## src/rtl/wsm_pkg.sv

```systemverilog
// Purpose: shared constants for the windowed signal measure timer
// Assumes: single clock domain, byte-wide software access
// Notes: byte select codes address the three bytes of each 24-bit value
package wsm_pkg;
    localparam int WSM_CNT_W = 24;          // full counter width
    localparam int WSM_BYTE_W = 8;          // width of one byte lane
    localparam int WSM_NARROW_W = 16;       // width in narrow mode
    localparam logic [23:0] WSM_CNT_RST = 24'h000000;   // counter reset value
    localparam logic [23:0] WSM_MATCH_RST = 24'hFFFFFF; // match reset value
    localparam logic [23:0] WSM_NARROW_MASK = 24'h00FFFF; // narrow mode mask
    // byte select codes
    localparam logic [1:0] WSM_SEL_LOW = 2'h0;
    localparam logic [1:0] WSM_SEL_HIGH = 2'h1;
    localparam logic [1:0] WSM_SEL_UPPER = 2'h2;
    // target select codes
    localparam logic [1:0] WSM_TGT_COUNT = 2'h0;
    localparam logic [1:0] WSM_TGT_CAPA = 2'h1;
    localparam logic [1:0] WSM_TGT_CAPB = 2'h2;
    localparam logic [1:0] WSM_TGT_MATCH = 2'h3;
    // measurement states, one-hot
    typedef enum logic [1:0] {
        WSM_ARMED = 2'b01,
        WSM_RUN = 2'b10
    } wsm_state_t;
endpackage : wsm_pkg

```

## src/rtl/wsm_timer.sv

```systemverilog
// Purpose: windowed signal measure timer, 24-bit with byte access
// Assumes: software bus gives one byte strobe per cycle on clk_sys
// Notes: events are one-cycle pulses; no interrupt logic lives here
//        capture B keeps the capture before the newest one
`timescale 1ns/1ps
module wsm_timer
(
    // clock and reset
    input wire logic clk_sys,
    input wire logic rstn,
    // control
    input wire logic enable,
    input wire logic narrowMode,
    // window pin
    input wire logic window_gate_input,
    // software byte access
    input wire logic swWrite,
    input wire logic swRead,
    input wire logic [1:0] swTarget,
    input wire logic [1:0] swByte,
    input wire logic [wsm_pkg::WSM_BYTE_W-1:0] swWdata,
    output logic [wsm_pkg::WSM_BYTE_W-1:0] swRdata,
    output logic swRvalid,
    // events and observed state
    output logic periodMatchIrq,
    output logic acqDoneIrq,
    output logic windowLevel,
    output logic running
);
    import wsm_pkg::*;

    // registers and internal nets
    wsm_state_t state_q, state_d;                 // measurement state
    logic [WSM_CNT_W-1:0] count_value_bytes_q;   // running counter
    logic [WSM_CNT_W-1:0] count_value_bytes_d;
    logic [WSM_CNT_W-1:0] captured_period_reg_q; // first capture register
    logic [WSM_CNT_W-1:0] capB_q;                // second capture register
    logic [WSM_CNT_W-1:0] match_q;               // period match value
    logic [WSM_BYTE_W-1:0] rdata_q;
    logic rvalid_q;
    logic matchIrq_q;
    logic doneIrq_q;
    logic winLevel;
    logic winRise;

    // pin crossing and edge detection
    wsm_edge_sync u_sync
    (
        .clk_sys(clk_sys),
        .rstn(rstn),
        .pinIn(window_gate_input),
        .levelOut(winLevel),
        .risePulse(winRise)
    );

    // decode of software access
    // byte code 3 selects nothing: writes dropped, reads zero
    wire wrCount = swWrite && (swTarget == WSM_TGT_COUNT);
    wire wrCapB = swWrite && (swTarget == WSM_TGT_CAPB);
    wire wrCapA = swWrite && (swTarget == WSM_TGT_CAPA);
    wire wrMatch = swWrite && (swTarget == WSM_TGT_MATCH);
    // narrow mode keeps bits 23:16 at zero when counting
    wire [WSM_CNT_W-1:0] cntMask = narrowMode ? WSM_NARROW_MASK : 24'hFFFFFF;
    wire [WSM_CNT_W-1:0] cntInc = (count_value_bytes_q + 24'h000001) & cntMask;
    wire [WSM_CNT_W-1:0] matchEff = match_q & cntMask;
    wire isRun = (state_q == WSM_RUN);
    // a window edge in run closes one measurement
    wire captureNow = enable && isRun && winRise;
    wire startNow = enable && !isRun && winRise;
    // no match flag in the cycle that closes a window
    wire hitMatch = enable && isRun && !winRise
        && ((count_value_bytes_q & cntMask) == matchEff);

    // byte write merge helper
    function automatic logic [23:0] putByte(input logic [23:0] v, input logic [1:0] b,
        input logic [7:0] d);
        logic [23:0] r;
        r = v;
        if (b == WSM_SEL_LOW)
            r[7:0] = d;
        else if (b == WSM_SEL_HIGH)
            r[15:8] = d;
        else if (b == WSM_SEL_UPPER)
            r[23:16] = d;
        return r;
    endfunction : putByte

    // byte read helper
    function automatic logic [7:0] getByte(input logic [23:0] v, input logic [1:0] b);
        logic [7:0] r;
        r = 8'h00;
        if (b == WSM_SEL_LOW)
            r = v[7:0];
        else if (b == WSM_SEL_HIGH)
            r = v[15:8];
        else if (b == WSM_SEL_UPPER)
            r = v[23:16];
        return r;
    endfunction : getByte

    // read mux for the selected register
    wire [WSM_CNT_W-1:0] rdSel = (swTarget == WSM_TGT_COUNT) ? count_value_bytes_q :
        (swTarget == WSM_TGT_CAPA) ? captured_period_reg_q :
        (swTarget == WSM_TGT_CAPB) ? capB_q : match_q;

    // next state and counter
    always_comb
    begin
        state_d = state_q;
        count_value_bytes_d = count_value_bytes_q;
        unique case (state_q)
            WSM_ARMED:
            begin
                // wait for first window edge
                if (startNow)
                begin
                    state_d = WSM_RUN;
                    count_value_bytes_d = WSM_CNT_RST;
                end
            end
            WSM_RUN:
            begin
                // dropping enable parks the timer, counter holds
                if (!enable)
                    state_d = WSM_ARMED;
                else if (captureNow)
                    count_value_bytes_d = WSM_CNT_RST;
                else
                    count_value_bytes_d = cntInc;
            end
        endcase
        // software write wins over counting
        if (wrCount)
            count_value_bytes_d = putByte(count_value_bytes_q, swByte, swWdata);
    end

    // state and counter registers
    always_ff @(posedge clk_sys or negedge rstn)
    begin
        if (!rstn)
        begin
            state_q <= WSM_ARMED;
            count_value_bytes_q <= WSM_CNT_RST;
        end
        else
        begin
            state_q <= state_d;
            count_value_bytes_q <= count_value_bytes_d;
        end
    end

    // capture registers: hardware capture wins over software write
    // capture B keeps the previous measurement
    always_ff @(posedge clk_sys or negedge rstn)
    begin
        if (!rstn)
        begin
            captured_period_reg_q <= WSM_CNT_RST;
            capB_q <= WSM_CNT_RST;
        end
        else
        begin
            if (captureNow)
                captured_period_reg_q <= count_value_bytes_q & cntMask;
            else if (wrCapA)
                captured_period_reg_q <= putByte(captured_period_reg_q, swByte, swWdata);
            if (captureNow)
                capB_q <= captured_period_reg_q;
            else if (wrCapB)
                capB_q <= putByte(capB_q, swByte, swWdata);
        end
    end

    // period match register
    // a match only flags; the counter keeps running
    always_ff @(posedge clk_sys or negedge rstn)
    begin
        if (!rstn)
            match_q <= WSM_MATCH_RST;
        else if (wrMatch)
            match_q <= putByte(match_q, swByte, swWdata);
    end

    // event pulses and read port
    // read data hold until the next read request
    always_ff @(posedge clk_sys or negedge rstn)
    begin
        if (!rstn)
        begin
            matchIrq_q <= 1'b0;
            doneIrq_q <= 1'b0;
            rdata_q <= 8'h00;
            rvalid_q <= 1'b0;
        end
        else
        begin
            matchIrq_q <= hitMatch;
            doneIrq_q <= captureNow;
            rvalid_q <= swRead;
            if (swRead)
                rdata_q <= getByte(rdSel, swByte);
        end
    end

    // outputs straight from flops
    // running is the run bit of the one-hot state
    assign swRdata = rdata_q;
    assign swRvalid = rvalid_q;
    assign periodMatchIrq = matchIrq_q;
    assign acqDoneIrq = doneIrq_q;
    assign windowLevel = winLevel;
    assign running = state_q[1];
endmodule : wsm_timer

```

## src/rtl/wsm_edge_sync.sv

```systemverilog
// Purpose: two-flop synchroniser and rising edge detector for the window pin
// Assumes: window input is asynchronous to clk_sys
// Notes: rise pulse lags the pin by three clock edges
`timescale 1ns/1ps
module wsm_edge_sync
(
    // clock and reset
    input wire logic clk_sys,
    input wire logic rstn,
    // pin side
    input wire logic pinIn,
    // synchronous side
    output logic levelOut,
    output logic risePulse
);
    logic meta_q;   // first stage, read only by second stage
    logic sync_q;   // second stage
    logic prev_q;   // delayed copy for edge detection
    logic rise_q;   // registered edge pulse

    // synchroniser chain and edge register
    always_ff @(posedge clk_sys or negedge rstn)
    begin
        if (!rstn)
        begin
            meta_q <= 1'b0;
            sync_q <= 1'b0;
            prev_q <= 1'b0;
            rise_q <= 1'b0;
        end
        else
        begin
            meta_q <= pinIn;
            sync_q <= meta_q;
            prev_q <= sync_q;
            rise_q <= sync_q & ~prev_q;
        end
    end

    assign levelOut = prev_q;
    assign risePulse = rise_q;
endmodule : wsm_edge_sync

```

## config.mk

```make
export PLATFORM = sky130hd
export DESIGN_NAME = wsm_timer
export DESIGN_NICKNAME = d
export VERILOG_FILES = /design/src/rtl/wsm_pkg.sv /design/src/rtl/wsm_timer.sv /design/src/rtl/wsm_edge_sync.sv
export SDC_FILE = /design/constraint.sdc
export NUM_CORES = 1
export LEC_CHECK = 0
export BUFFER_PORTS_ARGS = -buffer_cell sky130_fd_sc_hd__buf_2
export CORE_MARGIN = 2
export CORE_UTILIZATION = 55
export DETAILED_ROUTE_END_ITERATION = 10
export GPL_ROUTABILITY_DRIVEN = 1
export GPL_TIMING_DRIVEN = 0
export PLACE_DENSITY = 0.79
export SETUP_SLACK_MARGIN = 0.1
export SYNTH_ARGS = -nofsm -noshare
export SYNTH_HDL_FRONTEND = slang
export SYNTH_SLANG_ARGS = --single-unit
```

## constraint.sdc

```tcl
create_clock -name clk_sys -period 3 [get_ports clk_sys]
set_input_delay 0.3 -clock clk_sys [delete_from_list [all_inputs] [get_ports clk_sys]]
set_output_delay 0.3 -clock clk_sys [all_outputs]
set_load 0.005 [all_outputs]
```

==> summary.md <==
| Metric | Value |
|---|---|
| Worst-skew pair later-pin latency | ~430 ps |
| PnR worst setup slack | roughly 590 ps |
| First-pass iteration count of the detailed router | 6 |
| Max-slew violation count | 0 |
| Final setup fails | 0 |
| Fmax achieved | 414 MHz |
| ANT cells | 0 |
| Synth top cells by count | a21oi_1 (101), dfrtp_1 (88), o21ai_0 (65) |
| Layout area overhead | 15.0% |
| Post-CTS sizing | 0 |
| Unrepaired setup endpoints after global routing | no |
| Critical path type | flip-flop to flip-flop |
| Worst min-delay path category | input port to flip-flop |
| Cells along the critical path | and2b_1, nand3_1, clkinv_1, a31oi_1, buf_2, o21ai_0 |
| H-tree Lvls | 4 |
| VDD IR-drop max | 640 uV |
| Sequential area share after synthesis | 0.442 |
| Seq cells post-synth | 113 |
| Place WS | 703 ps |
| Die width | approximately 110 um |
| Initial Util | 0.566 |
| EDFF count, synth | 0 |
| Clk buf depth | 2 |
| PortBufs | 30 |
| Routability Congestion | 1.07 |
| DR WL/cell | 23.2 um |
| FF-to-FF Start | state_q[0] |
| CP Capture Type | flip-flop |
| # IOs | 32 |
| Outcome | complete, no violations |
| Max incr delay on CP | between 500 and 600 ps |
| Drt via density | slightly below 7 |
| Die Area | 12600 um^2 |
| Share of cells above drive strength 1 | 0.218 |
| Count leader, synth | a21oi_1 |
| Syn Nets | between 700 and 800 |
| Final ANT Viol Nets | 0 |
| Synth Cell Area | about 6500 um^2 |
| Clock Tree Root | clkbuf_16 |
| Hold slack | 65.4 ps |
| Post-synthesis mux area share | 0.0871 |
| Critical Path Start | state_q[0] |
| Max-slew headroom | 0.498 |
| # fillers | 942 |
| PD cells | 896 nW/um^2 |
| Yosys top cell area share | 0.341 |
| Vias | between 6000 and 7000 |
| Postcts setup bufs | 0 |
| Iter 0 DRT Violations | 779 |
| Synth async-reset ratio | 1.00 |
| Clk pin slew, worst setup/hold paths | about 50 ps |
| Main combinational cell family by area after synthesis | compound AO/OA/AOI/OAI gates |
| Final net count | 761 |
| Mapped Cells | 689 |
| Fin util | 0.651 |
| Final Cycle Share | 0.804 |
| Synth Area in Adders | 0.00194 |
| Drt drc | 0 |
| Final Hold Vio Count | 0 |
| Number of buffers created by CTS | 17 |
| Top cells by area, synth | dfrtp_1 (34%), dfstp_2 (10%), a21oi_1 (7.8%), o21ai_0 (5.0%), mux2_2 (4.2%) |
| Core box area | 11400 um^2 |
| Congestion Overflow GR | 0 |
| Worst EP required | 3300 ps |
| Crit path max-delay cell type | a31oi_1 |
| TritonCTS clock tree | built |
| Post-synthesis area per instance | 9.38 um^2 |
| Compound-Gate Fraction of Synth Area | 0.230 |
| Yosys warning count | 0 |
| Initial antenna violation count | 0 |
| Worst-Margin Slew | about 750 ps |
| Pleak | 3.09 nW |
| Total GRT Usage | 0.336 |
| Vias in the first global route | between 5000 and 6000 |
| Xor-xnor portion of the synthesized cell area | 0.0325 |
| Worst EP arrival | 2710 ps |
| Yosys top cell by area | dfrtp_1 |
| HP Start | swRead |
| Drt total wl | 20800 um |
| CTS sink count | 113 |
| Post-layout min period | 2410 ps |
| TNS Setup | 0 ps |
| Main flop type after synthesis | dfrtp_1 |
| Yosys cell types | 66 |
| Die height | 112 um |
| CP max FO | 10 |
| Synth Area in Simple Gates | 0.144 |
| Cell Rows | 39 |
| Largest net degree at the start of global routing | 77 |
| CP startpoint kind | flip-flop |
| First-pass GRT wire length | 31900 um |
| MaxCap Viol Count | 0 |
| Skew final | between 10 and 15 ps |
| Hpwl dp | around 15000 um |
==> worst max-delay path: cells and delay by family (launching register included) <==
family / cells / cell delay (ps)
buf+inv: 2 / 600
simple gates: 2 / 440
flops: 1 / 530
compound gates: 2 / 710
==> placed cells by master (no fill, tap or decap), types with 17 or more instances in the layout <==
master	n
buf_2	47
xor2_1	21
dfrtp_1	88
mux2_2	24
dfstp_2	25
clkbuf_16	17
a21oi_1	101
nand2_1	45
o21ai_0	65
clkbuf_1	22
nor2_1	57
mux2i_1	18
==> power breakdown <==
group / switching [mW] / internal (mW) / total, mW
Clock: 0.694 / 1.33 / 2.02
Sequential: 0.481 / 2.11 / 2.59
Combinational: 1.21 / 0.832 / 2.04
Total: 2.38 / 4.27 / 6.66
==> stage by stage <==
stage          instance area, um^2  total power, mW  cells
2_1_floorplan                 6460             3.84    689
3_3_place_gp                  6790             4.45    862
3_5_place_dp                  6820             4.56    863
4_1_cts                       7430             6.59    897
5_1_grt                       7430             6.95    897
6_report                      7430             6.66    897
==> cell type report <==
type	count	area [um^2]	share of cell area
Timing Repair Buffer	33	200	0.0269
Multi-Input combinational cell	504	3210	0.431
Buffer	62	359	0.0483
Clock buffer	27	513	0.0690
Inverter	10	37.5	0.00505
Tap cell	143	179	0.0241
Clock inverter	5	77.6	0.0104
Sequential cell	113	2860	0.385
==> final timing paths <==
path                                            to  slack [ps]  cells after the start
max                                      capB_q[6]         590                      6
min                                       swRvalid          70                      1
max reg2reg                              capB_q[6]         590                      6
min reg2reg                          u_sync.sync_q         350                      0
max in group asynchronous                 swRvalid        1820                      3
min in group asynchronous  count_value_bytes_q[16]         400                      2
==> logic make-up after synthesis <==
family                   count (synthesis)
AND/OR/NAND/NOR                        185
multiplexers                            47
AO/OA/AOI/OAI                          247
buffers and inverters                   72
XOR/XNOR                                24
adder cells (fa/ha/maj)                  1
flip-flops                             113
==> state kept, by name, summed over array words and instances (netlist names) <==
name,flops
count_value_bytes_q,24
state_q,2
u_sync.sync_q,1
u_sync.meta_q,1
captured_period_reg_q,24
u_sync.risePulse,1
acqDoneIrq,1
capB_q,24
swRvalid,1
swRdata,8
u_sync.levelOut,1
periodMatchIrq,1
match_q,24
==> what timing repair did <==
action | in CTS | in global routing
setup endpoints to repair | 0 | 0
hold endpoints to repair | 31 | 0
hold buffers | 2 | 0
==> layer usage <==
metal / wire length (um) / GRT usage / vias up
met1: 8300 / 0.454 / 2931
met4: 952 / 0.169 / 0
met3: 2460 / 0.116 / 82
met5: 0 / 0 / -
met2: 9080 / 0.483 / 402
li1: - / - / 2613
Power figures use the tool's default switching activity.
